[config.mk]
export PLATFORM = sky130hd
export DESIGN_NAME = port_e_f_alternate_override
export DESIGN_NICKNAME = d
export VERILOG_FILES = /design/src/logic/port_ef_pkg.sv /design/src/logic/pin_override_cell.sv /design/src/logic/port_e_f_alternate_override.sv
export SDC_FILE = /design/constraint.sdc
export NUM_CORES = 1
export LEC_CHECK = 0
export ABC_CLOCK_PERIOD_IN_PS = 2650
export BUFFER_PORTS_ARGS = -buffer_cell sky130_fd_sc_hd__buf_2
export CAP_MARGIN = 40
export CORE_UTILIZATION = 49
export DETAILED_ROUTE_END_ITERATION = 7
export PLACE_DENSITY_LB_ADDON = 0.1
export SYNTH_ARGS = -nofsm -noshare
export SYNTH_HDL_FRONTEND = slang
export SYNTH_HIERARCHICAL = 1
export SYNTH_SLANG_ARGS = --single-unit
[constraint.sdc]
create_clock -name mclk_i -period 2.65 [get_ports mclk_i]
set_input_delay 0.1325 -clock mclk_i [delete_from_list [all_inputs] [get_ports mclk_i]]
set_output_delay 0.1325 -clock mclk_i [all_outputs]
set_load 0.01 [all_outputs]
[src/logic/port_ef_pkg.sv]
// shared constants for the port e / port f override block
package port_ef_pkg;
    localparam int PORT_W    = 8;
    // port e bit positions
    localparam int PE_RX     = 0;
    localparam int PE_TX     = 1;
    localparam int PE_XCK    = 2;
    localparam int PE_CMP_N  = 3;
    localparam int PE_SCL    = 4;
    localparam int PE_SDA    = 5;
    localparam int PE_DOUT   = 6;
    localparam int PE_CLKO   = 7;
    // port f bit positions
    localparam int PF_TCK    = 4;
    localparam int PF_TMS    = 5;
    localparam int PF_TDO    = 6;
    localparam int PF_TDI    = 7;
    localparam int ADC_CH_W  = 3;
    // pull-up mask held by the scan interface (bits 7, 5, 4)
    localparam logic [7:0] SCAN_PU_MASK = 8'hB0;
    localparam logic [7:0] ZERO8        = 8'h00;
    localparam logic [7:0] ONES8        = 8'hFF;
    // test controller shift states, one-hot
    typedef enum logic [2:0]
    {
        TAP_OTHER    = 3'b001,
        TAP_SHIFT_IR = 3'b010,
        TAP_SHIFT_DR = 3'b100
    } tap_shift_t;
endpackage

[src/logic/pin_override_cell.sv]
// one pin: substitute override values for port-register values
`timescale 1ns/1ps
`default_nettype none
module pin_override_cell
(
    // normal port settings
    input  wire logic pu_i,
    input  wire logic dir_i,
    input  wire logic val_i,
    // overrides
    input  wire logic puoe_i,
    input  wire logic puov_i,
    input  wire logic ddoe_i,
    input  wire logic ddov_i,
    input  wire logic pvoe_i,
    input  wire logic pvov_i,
    input  wire logic dieoe_i,
    input  wire logic dieov_i,
    // resolved pin controls
    output logic      pu_o,
    output logic      dir_o,
    output logic      val_o,
    output logic      die_o
);
    // override wins whenever its enable is set
    always_comb
    begin
        pu_o  = puoe_i  ? puov_i  : pu_i;
        dir_o = ddoe_i  ? ddov_i  : dir_i;
        val_o = pvoe_i  ? pvov_i  : val_i;
        die_o = dieoe_i ? dieov_i : 1'b1;
    end
endmodule
`default_nettype wire

[src/logic/port_e_f_alternate_override.sv]
// override logic for port e and port f alternate functions
// Function
// - synchronous transceiver clock on e2 is output when direction_bit_2 set, else input
// - external serial clock on e2 inactive unless transceiver is synchronous
// - receiver enabled forces e0 to input regardless of direction_bit_0
// - forced e0 input pulls up when port_data_bit_0 is one, unless pull-ups disabled
// - transmitter enabled: e1 pull-up off, output, drives transmit data
// - clock-output fuse forces e7 to output driving the io clock
// - two-wire: e5 pull-up off, direction (sda or port5) and dir5, value zero if dir5
// - two-wire: e4 direction (hold or port4) or dir4, value zero if dir4
// - digital input kept on for pin-change enabled pins, and e5/e4 when start interrupt on
// - e3/e2 feed comparator; digital input off when disable set and no pin change
// - scan interface enabled activates f7, f5, f4 pull-ups, held through reset
// - port f bits 7..0 are converter channels; 7..4 also carry scan pins
// - three-wire mode drives e6 with the serial interface data output
// - test data out driven only in shift states, else pulled high
`timescale 1ns/1ps
`default_nettype none
module port_e_f_alternate_override
    import port_ef_pkg::*;
(
    // clock and reset
    input  wire logic              mclk_i,
    input  wire logic              rst_i,
    // port e register bits
    input  wire logic [PORT_W-1:0] port_e_data_i,
    input  wire logic [PORT_W-1:0] port_e_dir_i,
    input  wire logic [PORT_W-1:0] port_e_pin_i,
    // port f register bits
    input  wire logic [PORT_W-1:0] port_f_data_i,
    input  wire logic [PORT_W-1:0] port_f_dir_i,
    input  wire logic [PORT_W-1:0] port_f_pin_i,
    // global controls
    input  wire logic              global_pullup_disable_i,
    input  wire logic              clock_output_fuse_i,
    input  wire logic              io_clock_i,
    // serial transceiver
    input  wire logic              transmitter_enable_i,
    input  wire logic              receiver_enable_i,
    input  wire logic              sync_mode_i,
    input  wire logic              transmit_data_i,
    input  wire logic              serial_external_clock_i,
    // universal serial interface
    input  wire logic              two_wire_mode_i,
    input  wire logic              three_wire_mode_i,
    input  wire logic              clock_hold_i,
    input  wire logic              clock_toggle_strobe_i,
    input  wire logic              start_condition_int_enable_i,
    input  wire logic              serial_iface_data_out_i,
    // pin change and comparator
    input  wire logic [PORT_W-1:0] pin_change_source_i,
    input  wire logic              pin_change_group_enable_i,
    input  wire logic              comparator_neg_input_disable_i,
    input  wire logic              comparator_pos_input_disable_i,
    // scan interface
    input  wire logic              scan_interface_enable_i,
    input  wire logic              scan_data_out_i,
    input  wire logic [2:0]        scan_shift_state_i,
    // port e resolved pin controls
    output logic [PORT_W-1:0]      port_e_pullup_o,
    output logic [PORT_W-1:0]      port_e_out_en_n_o,
    output logic [PORT_W-1:0]      port_e_out_o,
    output logic [PORT_W-1:0]      port_e_din_en_o,
    output logic                   port_e_toggle_o,
    // port f resolved pin controls
    output logic [PORT_W-1:0]      port_f_pullup_o,
    output logic [PORT_W-1:0]      port_f_out_en_n_o,
    output logic [PORT_W-1:0]      port_f_out_o,
    output logic [PORT_W-1:0]      port_f_din_en_o,
    // peripheral inputs taken from pins
    output logic                   serial_iface_data_in_o,
    output logic                   serial_iface_clock_in_o,
    output logic                   serial_rx_data_o,
    output logic                   serial_clock_in_o,
    output logic                   comparator_negative_input_o,
    output logic                   comparator_positive_input_o,
    output logic [PORT_W-1:0]      pin_change_in_o,
    output logic [ADC_CH_W-1:0]    adc_channel_unused_o,
    output logic [PORT_W-1:0]      adc_input_o,
    output logic                   scan_data_in_o,
    output logic                   scan_mode_select_o,
    output logic                   scan_clock_o
);
    // ---------------------------------------------------------------
    // override enable and value vectors
    // ---------------------------------------------------------------
    logic [PORT_W-1:0] e_puoe, e_puov, e_ddoe, e_ddov, e_pvoe, e_pvov, e_dieoe, e_dieov;
    logic [PORT_W-1:0] f_puoe, f_puov, f_ddoe, f_ddov, f_pvoe, f_pvov, f_dieoe, f_dieov;
    logic [PORT_W-1:0] e_pu_norm, f_pu_norm;
    logic [PORT_W-1:0] e_dir, e_val, e_pu, e_die;
    logic [PORT_W-1:0] f_dir, f_val, f_pu, f_die;
    logic              xck_active;
    logic [PORT_W-1:0] pc_en;
    logic              tdo_shift;
    logic              scan_hold_reg;
    logic              scan_hold_next;

    // ---------------------------------------------------------------
    // port e override tables
    // ---------------------------------------------------------------
    always_comb
    begin
        xck_active = transmitter_enable_i & sync_mode_i;
        pc_en      = pin_change_source_i & {PORT_W{pin_change_group_enable_i}};
        e_puoe = ZERO8;
        e_puov = ZERO8;
        e_ddoe = ZERO8;
        e_ddov = ZERO8;
        e_pvoe = ZERO8;
        e_pvov = ZERO8;
        e_dieoe = pc_en;
        e_dieov = ONES8;
        // bit 7: clock output
        e_ddoe[PE_CLKO] = clock_output_fuse_i;
        e_ddov[PE_CLKO] = 1'b1;
        e_pvoe[PE_CLKO] = clock_output_fuse_i;
        e_pvov[PE_CLKO] = io_clock_i;
        // bit 6: three-wire data out
        e_pvoe[PE_DOUT] = three_wire_mode_i;
        e_pvov[PE_DOUT] = serial_iface_data_out_i;
        // bit 5: two-wire data
        e_puoe[PE_SDA] = two_wire_mode_i;
        e_ddoe[PE_SDA] = two_wire_mode_i;
        e_ddov[PE_SDA] = (serial_iface_data_out_i | port_e_data_i[PE_SDA]) & port_e_dir_i[PE_SDA];
        e_pvoe[PE_SDA] = two_wire_mode_i & port_e_dir_i[PE_SDA];
        e_dieoe[PE_SDA] = pc_en[PE_SDA] | start_condition_int_enable_i;
        // bit 4: two-wire clock, combined with the direction bit as an or
        e_ddoe[PE_SCL] = two_wire_mode_i;
        e_ddov[PE_SCL] = clock_hold_i | port_e_data_i[PE_SCL] | port_e_dir_i[PE_SCL];
        e_pvoe[PE_SCL] = two_wire_mode_i & port_e_dir_i[PE_SCL];
        e_dieoe[PE_SCL] = pc_en[PE_SCL] | start_condition_int_enable_i;
        // bit 3 and 2: comparator inputs, digital path gated off
        e_dieoe[PE_CMP_N] = pc_en[PE_CMP_N] | comparator_neg_input_disable_i;
        e_dieov[PE_CMP_N] = pc_en[PE_CMP_N];
        e_dieoe[PE_XCK]   = pc_en[PE_XCK] | comparator_pos_input_disable_i;
        e_dieov[PE_XCK]   = pc_en[PE_XCK];
        // bit 2: external clock out when direction set
        e_pvoe[PE_XCK] = xck_active & port_e_dir_i[PE_XCK];
        e_pvov[PE_XCK] = serial_external_clock_i;
        // bit 1: transmit data
        e_puoe[PE_TX] = transmitter_enable_i;
        e_ddoe[PE_TX] = transmitter_enable_i;
        e_ddov[PE_TX] = 1'b1;
        e_pvoe[PE_TX] = transmitter_enable_i;
        e_pvov[PE_TX] = transmit_data_i;
        // bit 0: receive data, pull-up follows port bit
        e_puoe[PE_RX] = receiver_enable_i;
        e_puov[PE_RX] = port_e_data_i[PE_RX] & ~global_pullup_disable_i;
        e_ddoe[PE_RX] = receiver_enable_i;
        e_ddov[PE_RX] = 1'b0;
    end

    // ---------------------------------------------------------------
    // port f override tables
    // ---------------------------------------------------------------
    always_comb
    begin
        tdo_shift = (scan_shift_state_i == TAP_SHIFT_IR) | (scan_shift_state_i == TAP_SHIFT_DR);
        f_puoe = ZERO8;
        f_puov = ZERO8;
        f_ddoe = ZERO8;
        f_ddov = ZERO8;
        f_pvoe = ZERO8;
        f_pvov = ZERO8;
        f_dieoe = ZERO8;
        f_dieov = ZERO8;
        if (scan_hold_reg)
        begin
            f_puoe[PF_TDI:PF_TCK] = 4'hF;
            f_puov[PF_TDI:PF_TCK] = 4'hF;
            f_ddoe[PF_TDI:PF_TCK] = 4'hF;
            f_dieoe[PF_TDI:PF_TCK] = 4'hF;
            f_ddov[PF_TDO] = tdo_shift;
            f_pvoe[PF_TDO] = 1'b1;
            f_pvov[PF_TDO] = scan_data_out_i;
        end
    end

    // ---------------------------------------------------------------
    // scan enable hold, survives the system reset
    // ---------------------------------------------------------------
    always_comb
    begin
        scan_hold_next = scan_interface_enable_i;
    end

    // not on rst_i: the scan pull-ups must stay through a reset
    always_ff @(posedge mclk_i)
    begin
        scan_hold_reg <= scan_hold_next;
    end

    // ---------------------------------------------------------------
    // per-pin substitution
    // ---------------------------------------------------------------
    assign e_pu_norm = port_e_data_i & ~port_e_dir_i & {PORT_W{~global_pullup_disable_i}};
    assign f_pu_norm = port_f_data_i & ~port_f_dir_i & {PORT_W{~global_pullup_disable_i}};

    genvar g;
    generate
        for (g = 0; g < PORT_W; g++)
        begin : g_pin
            pin_override_cell u_e
            (
                .pu_i    (e_pu_norm[g]),
                .dir_i   (port_e_dir_i[g]),
                .val_i   (port_e_data_i[g]),
                .puoe_i  (e_puoe[g]),
                .puov_i  (e_puov[g]),
                .ddoe_i  (e_ddoe[g]),
                .ddov_i  (e_ddov[g]),
                .pvoe_i  (e_pvoe[g]),
                .pvov_i  (e_pvov[g]),
                .dieoe_i (e_dieoe[g]),
                .dieov_i (e_dieov[g]),
                .pu_o    (e_pu[g]),
                .dir_o   (e_dir[g]),
                .val_o   (e_val[g]),
                .die_o   (e_die[g])
            );
            pin_override_cell u_f
            (
                .pu_i    (f_pu_norm[g]),
                .dir_i   (port_f_dir_i[g]),
                .val_i   (port_f_data_i[g]),
                .puoe_i  (f_puoe[g]),
                .puov_i  (f_puov[g]),
                .ddoe_i  (f_ddoe[g]),
                .ddov_i  (f_ddov[g]),
                .pvoe_i  (f_pvoe[g]),
                .pvov_i  (f_pvov[g]),
                .dieoe_i (f_dieoe[g]),
                .dieov_i (f_dieov[g]),
                .pu_o    (f_pu[g]),
                .dir_o   (f_dir[g]),
                .val_o   (f_val[g]),
                .die_o   (f_die[g])
            );
        end
    endgenerate

    // ---------------------------------------------------------------
    // registered pin controls
    // ---------------------------------------------------------------
    logic [PORT_W-1:0] e_pu_reg, e_oen_reg, e_val_reg, e_die_reg;
    logic [PORT_W-1:0] f_pu_reg, f_oen_reg, f_val_reg, f_die_reg;
    logic [PORT_W-1:0] e_pu_next, e_oen_next, e_val_next, e_die_next;
    logic [PORT_W-1:0] f_pu_next, f_oen_next, f_val_next, f_die_next;
    logic              tdo_drive;

    // tdo pulled high and released outside shift states
    always_comb
    begin
        tdo_drive  = scan_hold_reg & tdo_shift;
        e_pu_next  = e_pu;
        e_oen_next = ~e_dir;
        e_val_next = e_val;
        e_die_next = e_die;
        f_pu_next  = f_pu | (SCAN_PU_MASK & {PORT_W{scan_hold_reg}});
        f_oen_next = ~f_dir;
        f_val_next = f_val;
        f_die_next = f_die;
        if (scan_hold_reg & ~tdo_drive)
        begin
            f_pu_next[PF_TDO] = 1'b1;
        end
    end

    always_ff @(posedge mclk_i or posedge rst_i)
    begin
        if (rst_i)
        begin
            e_pu_reg  <= ZERO8;
            e_oen_reg <= ONES8;
            e_val_reg <= ZERO8;
            e_die_reg <= ONES8;
            f_pu_reg  <= ZERO8;
            f_oen_reg <= ONES8;
            f_val_reg <= ZERO8;
            f_die_reg <= ONES8;
        end
        else
        begin
            e_pu_reg  <= e_pu_next;
            e_oen_reg <= e_oen_next;
            e_val_reg <= e_val_next;
            e_die_reg <= e_die_next;
            f_pu_reg  <= f_pu_next;
            f_oen_reg <= f_oen_next;
            f_val_reg <= f_val_next;
            f_die_reg <= f_die_next;
        end
    end

    // port e pin controls; clock out bypasses the flops to keep io clock intact
    always_comb
    begin
        port_e_pullup_o   = e_pu_reg;
        port_e_out_en_n_o = e_oen_reg;
        port_e_out_o      = e_val_reg;
        port_e_din_en_o   = e_die_reg;
        if (clock_output_fuse_i)
        begin
            port_e_out_en_n_o[PE_CLKO] = 1'b0;
            port_e_out_o[PE_CLKO]      = io_clock_i;
        end
        // scan pull-ups hold through reset
        port_f_pullup_o   = f_pu_reg | (SCAN_PU_MASK & {PORT_W{scan_hold_reg}});
        port_f_out_en_n_o = f_oen_reg;
        port_f_out_o      = f_val_reg;
        port_f_din_en_o   = f_die_reg;
    end

    // ---------------------------------------------------------------
    // peripheral inputs from pins
    // ---------------------------------------------------------------
    assign port_e_toggle_o             = two_wire_mode_i & clock_toggle_strobe_i;
    assign serial_iface_data_in_o      = port_e_pin_i[PE_SDA];
    assign serial_iface_clock_in_o     = port_e_pin_i[PE_SCL];
    assign serial_rx_data_o            = port_e_pin_i[PE_RX];
    assign serial_clock_in_o           = xck_active & ~port_e_dir_i[PE_XCK] & port_e_pin_i[PE_XCK];
    assign comparator_negative_input_o = port_e_pin_i[PE_CMP_N];
    assign comparator_positive_input_o = port_e_pin_i[PE_XCK];
    assign pin_change_in_o             = port_e_pin_i & e_die_reg;
    assign adc_channel_unused_o        = '0;
    assign adc_input_o                 = port_f_pin_i;
    assign scan_data_in_o              = scan_hold_reg & port_f_pin_i[PF_TDI];
    assign scan_mode_select_o          = scan_hold_reg & port_f_pin_i[PF_TMS];
    assign scan_clock_o                = scan_hold_reg & port_f_pin_i[PF_TCK];
endmodule
`default_nettype wire

==> flow_summary_export.csv, run 1 <==
group,metric,value,unit
run_status,status,"finished with violations",
run_status,violations,"DRC",
final_layout,syn2layout_area_growth,34.7,%
die,die_w,84.0,um
final_layout,n_antenna_cell,0,
cts,clock_sinks,65,
sta,layout_setup_ws,915,ps
final_layout,multi_input_area,0.00158,mm2
power_and_ir_drop,ir_drop,0.332,mV
sta,setup_tns,0,ps
cts,clock-root-buffer,"clkbuf_8",
setup_path,critPathRequiredTime,2520,ps
power_and_ir_drop,total_power,2.35,mW
power_and_ir_drop,p_switching,0.556,mW
setup_path,path_class,"register to output pin",
setup_path,path_max_fanout,17,
drt,wire_per_inst,10.7,um
sta,layout_min_cycle_time,1740,ps
final_layout,seq_area,0.00166,mm2
final_layout,fill_cells,514,
logic_synthesis,synth_top_cell_by_area,"dfstp_2",
power_and_ir_drop,leakage,2.41,nW
final_layout,fin_nets,540,
power_and_ir_drop,sw_frac_of_total,23.7,%
drt,vias_per_cell,4.15,
sta,clock.fmax,576,MHz
logic_synthesis,ys_seq_area_share,50.4,%
setup_path,end_kind,"output pin",
setup_path,start_kind,"register",
logic_synthesis,synth-seq-cells,65,
global_routing,grt_max_degree,32,
placed_design,post_dp_cell_area,0.00422,mm2
sta,maxSlewHeadroom,59.2,%
power_and_ir_drop,p_clk_share,35.4,%
placed_design,hpwl,4.63,mm
drt,vias,2251,
global_routing,grt_overflow,0,
placed_design,io_buffers,159,
sta,finalCritPeriodShare,65.5,%
logic_synthesis,ys_types,25,
sta,tightest_slew,611,ps
setup_path,cp_data_arrival_time,1600,ps
logic_synthesis,synth_edf_count,0,
cts,cts_tree,"done",
sta,finClkSkew,4.22,ps
logic_synthesis,synthArstFlopShare,98.5,%
cts,cts_buffers,9,
global_routing,grt_usage,17.9,%
global_routing,antenna_found_initial,0,
sta,setup_viol,0,
logic_synthesis,ys.flop_type,"dfstp_2",
power_and_ir_drop,power_frac_seq,47.0,%
logic_synthesis,synth_most_common_cell,"mux2_4",
power_and_ir_drop,comb_power_share,17.6,%
logic_synthesis,yosysWarnings,6,
job,max-cap-violations,0,
sta,rsz0062_at_grt,"no",
power_and_ir_drop,power.density,528,mW/mm2
sta,hold_viol_final,0,
die,rows,29,
drt,post-route-drc-count,29,
final_layout,final_util,69.2,%
global_routing,grt_pass1_wl,9.71,mm
drt,drtIter0Drc,65,
die,start_util,51.3,%
logic_synthesis,synth_top_area_share,25.5,%
logic_synthesis,syn_area,0.00330,mm2
power_and_ir_drop,intPower,1.79,mW
drt,wl,5.82,mm
drt,antenna_left,0,
die,dieArea,0.00706,mm2
placed_design,pre_cts_slack,930,ps
logic_synthesis,synth_common_cells,"mux2_4, buf_4, dfrtp_1, dfstp_2, and2_1",
placed_design,dp.cells,524,
cts,cts_setup_buffers,0,
cts,clk_latency,320,ps
min_path,holdCritPathClass,"input port to register",
logic_synthesis,syn_inst,243,
cts,clkTransAtPathRegs,60,ps
logic_synthesis,synthTopCellsByArea,"dfstp_2, dfrtp_1, mux2_4",
sta,drv_slew,0,
drt,drtPass1Iterations,7,
die,die_y,84.0,um
logic_synthesis,syn_avg_cell_area,13.6,um2
final_layout,design_area,0.00444,mm2
global_routing,grt_pass1_vias,2227,
final_layout,instances_no_fill,542,
die,io_pins,173,
sta,holdWs,26.4,ps
cts,clockBufferDepth,2,
placed_design,gp_congestion,0.771,
final_layout,drive_gt1_share,59.6,%
cts,htree_levels,3,
die,core-area,0.00642,mm2
[worst max-delay path: stages (launching register included)]
cell and delay (ps):
dfxtp_1 710, buf_4 320, or2_2 130, buf_2 130
[kinds of logic after synthesis]
| family | count (synthesis) | synth area share, % |
|---|---|---|
| and+or+nand+nor | 68 | 15.4 |
| other | 2 | 0.228 |
| AOI/OAI and AO/OA | 4 | 0.949 |
| buffers and inverters | 54 | 10.6 |
| xor gates and xnor gates | 1 | 0.266 |
| muxes | 49 | 22.2 |
| DFF | 65 | 50.4 |
[cell usage in the layout, fill, tap and decap left out]
master,synthesis,layout
buf_2,0,159
conb_1,2,81
mux2_4,48,48
dfstp_2,32,32
dfrtp_1,32,32
and2_1,19,19
inv_1,17,16
nand2b_1,16,16
clkbuf_8,0,11
nor3b_2,10,10
nor3b_1,6,6
or2_2,6,6
or2_1,3,3
buf_4,35,3
nor2b_1,2,2
and2_4,2,2
a21o_1,2,2
clkbuf_1,0,2
clkinv_2,0,2
dlygate4sd3_1,0,2
nor2b_2,1,1
and3_1,1,1
xnor2_1,1,1
o21a_1,1,1
and4b_1,1,1
or3_1,1,1
o22a_1,1,1
mux2_2,1,1
inv_2,0,1
bufinv_16,0,1
dfxtp_1,1,1
[power groups by stage]
stage / combinational [mW] / sequential, mW / clock [mW]
3_5_place_dp: 0.414 / 1.12 / 0
4_1_cts: 0.417 / 1.10 / 0.866
6_report: 0.412 / 1.10 / 0.831
2_1_floorplan: 0.265 / 1.14 / 0
3_3_place_gp: 0.407 / 1.12 / 0
5_1_grt: 0.455 / 1.11 / 0.920
[per-layer routing]
metal  share of wire, %  wire length [um]  track usage [%]
met5                  0                 0                0
met4                2.0               118             9.40
met3                 10               590             6.92
met2                 51              3000             30.8
met1                 36              2120             18.9
[final timing paths]
kind | start | slack, ps | cells after the start | to
worst max register to register | scan_hold_reg$_DFF_P_ | 940 | 3 | f_pu_reg[7]$_DFF_PP0_
max in group asynchronous | rst_i | 1390 | 4 | port_f_out_en_n_o[3]$_DFF_PP1_
worst max-delay path | scan_hold_reg$_DFF_P_ | 910 | 3 | port_f_pullup_o[7]
worst min register to register | scan_hold_reg$_DFF_P_ | 700 | 1 | port_f_din_en_o[7]$_DFF_PP1_
worst min-delay path | comparator_neg_input_disable_i | 30 | 3 | port_e_din_en_o[3]$_DFF_PP1_
min in group asynchronous | rst_i | 420 | 3 | port_e_pullup_o[0]$_DFF_PP0_
[cell type report]
class | instances | share of cell area (%)
tap | 77 | 2.17
clock inverter | 3 | 0.901
inverter | 17 | 1.44
clock buffer | 13 | 3.58
multi-input combinational | 203 | 35.6
timing repair buffer | 164 | 18.9
sequential | 65 | 37.4
[what timing repair did]
item	CTS	global route
endpoints found under the setup margin	0	0
hold buffers	2	0
endpoints found under the hold margin	17	0
resized for setup	0	0
Note: power is estimated with default switching activity, not from simulation.
==> run 2: changes to the inputs <==
ABC_CLOCK_PERIOD_IN_PS = 1650   (was 2650)
CORE_UTILIZATION = 46   (was 49)
clock period = 1.65 ns   (was 2.65 ns; I/O delays follow)
==> run 2 against run 1 <==
  * The flow now finishes without violations
  * Cell area is 5.5% higher
  * Combinational power is 76% higher
  * Wire length increased by 9.3%
  * Utilization shrank 0.96 points
  * Clock power is 34% higher
  * Clock-buffer cell count grew 1
  * Clock skew about the same
  * Register-to-register slack lost 630 ps
  * Critical path depth rose by 1
  * Global-route usage down 0.61 points
  * Via count rose by 4.0%
  * Sequential share of layout area decreased by 1.9 points
==> flow_summary_export.csv, run 2 (synthesis results as in run 1) <==
group,metric,value,unit
cts,cts_resized,0,
sta,setup_viol,0,
final_layout,syn2layout_area_growth,42.1,%
cts,clock-root-buffer,"clkbuf_8",
final_layout,final_util,68.2,%
drt,wl,6.36,mm
cts,cts_setup_buffers,0,
cts,clk_latency,330,ps
global_routing,antenna_found_initial,0,
global_routing,grt_max_degree,33,
sta,rsz0062_at_grt,"no",
drt,drtIter0Drc,57,
cts,cts_tree,"done",
global_routing,grt_pass1_wl,9.69,mm
sta,layout_min_cycle_time,1350,ps
final_layout,fin_nets,565,
power_and_ir_drop,total_power,3.60,mW
sta,clock.fmax,742,MHz
placed_design,io_buffers,159,
sta,holdWs,15.3,ps
drt,drtPass1Iterations,4,
sta,setup_tns,0,ps
min_path,holdCritPathClass,"input port to register",
die,dieArea,0.00751,mm2
power_and_ir_drop,ir_drop,0.468,mV
global_routing,grt_use_met1,16.8,%
drt,vias_per_cell,4.00,
die,start_util,48.0,%
die,rows,30,
setup_path,path_class,"input port to register",
final_layout,fill_cells,543,
setup_path,end_kind,"register",
cts,clkTransAtPathRegs,60,ps
sta,finClkSkew,3.81,ps
sta,hold_viol_final,0,
drt,vias,2340,
final_layout,drive_gt1_share,56.2,%
sta,finalCritPeriodShare,81.7,%
global_routing,grt_usage,17.3,%
final_layout,instances_no_fill,585,
global_routing,grt_pass1_vias,2231,
run_status,status,"complete, no violations",
cts,clockBufferDepth,2,
global_routing,top_usage_layer,"met2",
placed_design,dp.cells,544,
drt,antenna_left,0,
drt,post-route-drc-count,0,
final_layout,mostFrequentLayoutCell,"buf_2",
placed_design,hpwl,4.71,mm
final_layout,n_antenna_cell,0,
die,io_pins,173,
die,die_y,86.7,um
final_layout,layout_common_cells,"buf_2, conb_1, mux2_4, dfstp_2, dfrtp_1",
setup_path,critPathRequiredTime,1860,ps
cts,htree_levels,3,
setup_path,cp_data_arrival_time,1560,ps
cts,clock_sinks,65,
power_and_ir_drop,leakage,2.50,nW
global_routing,grt_overflow,0,
sta,drv_slew,0,
setup_path,path_max_fanout,1,
cts,cts_buffers,9,
die,core-area,0.00687,mm2
global_routing,grtUsageMet2,32.3,%
job,max-cap-violations,0,
global_routing,gr-usage-met3,6.95,%
placed_design,gp_congestion,0.686,
setup_path,start_kind,"input port",
die,die_w,86.7,um
drt,wire_per_inst,10.9,um
power_and_ir_drop,power.density,768,mW/mm2
==> run 2: critical path: stages <==
cell and delay, ps:
dlygate4sd3_1 530, buf_2 130, mux2_4 250, dlygate4sd3_1 570
==> run 2: power breakdown <==
part	internal, mW	switching (mW)
Combinational	0.402	0.322
Clock	0.578	0.528
Sequential	1.74	0.0272
==> run 2: path summary, 6_finish.rpt <==
path | from | slack (ps) | to | cells past startpoint
min in group asynchronous | rst_i | 380 | f_pu_reg[1]$_DFF_PP0_ | 4
max in group asynchronous | rst_i | 930 | port_f_out_en_n_o[6]$_DFF_PP1_ | 4
worst min-delay path | port_e_data_i[6] | 20 | e_val_reg[6]$_DFF_PP0_ | 2
worst max-delay path | transmit_data_i | 300 | e_val_reg[1]$_DFF_PP0_ | 4
worst max register to register | scan_hold_reg$_DFF_P_ | 310 | f_pu_reg[6]$_DFF_PP0_ | 4
worst min register to register | scan_hold_reg$_DFF_P_ | 600 | port_f_din_en_o[5]$_DFF_PP1_ | 2
==> run 2: what timing repair did <==
item / CTS / global route
endpoints found under the setup margin: 0 / 0
endpoints found under the hold margin: 54 / 2
hold buffers: 24 / 2
==> run 2: area by class of cell <==
cell class,instances,area (um2),area share (%)
Clock buffer,14,153,3.26
Clock inverter,1,5.00,0.107
Inverter,17,63.8,1.36
Multi-Input combinational cell,203,1580,33.8
Sequential cell,65,1660,35.5
Tap cell,96,120,2.56
Timing Repair Buffer,189,1100,23.5
==> run 2: layer usage <==
layer | vias up | wire, um
met1 | 1061 | 2300
met4 | 0 | 108
met2 | 108 | 3380
met5 | - | 0
met3 | 12 | 565
li1 | 1159 | -
==> run 2: stage by stage <==
| step | cell area, um2 | setup slack [ps] |
|---|---|---|
| floorplan | 3590 | 22.4 |
| global placement | 4270 | 347 |
| detailed placement | 4270 | 311 |
| CTS | 4660 | 284 |
| global route | 4680 | 250 |
| finish | 4680 | 302 |
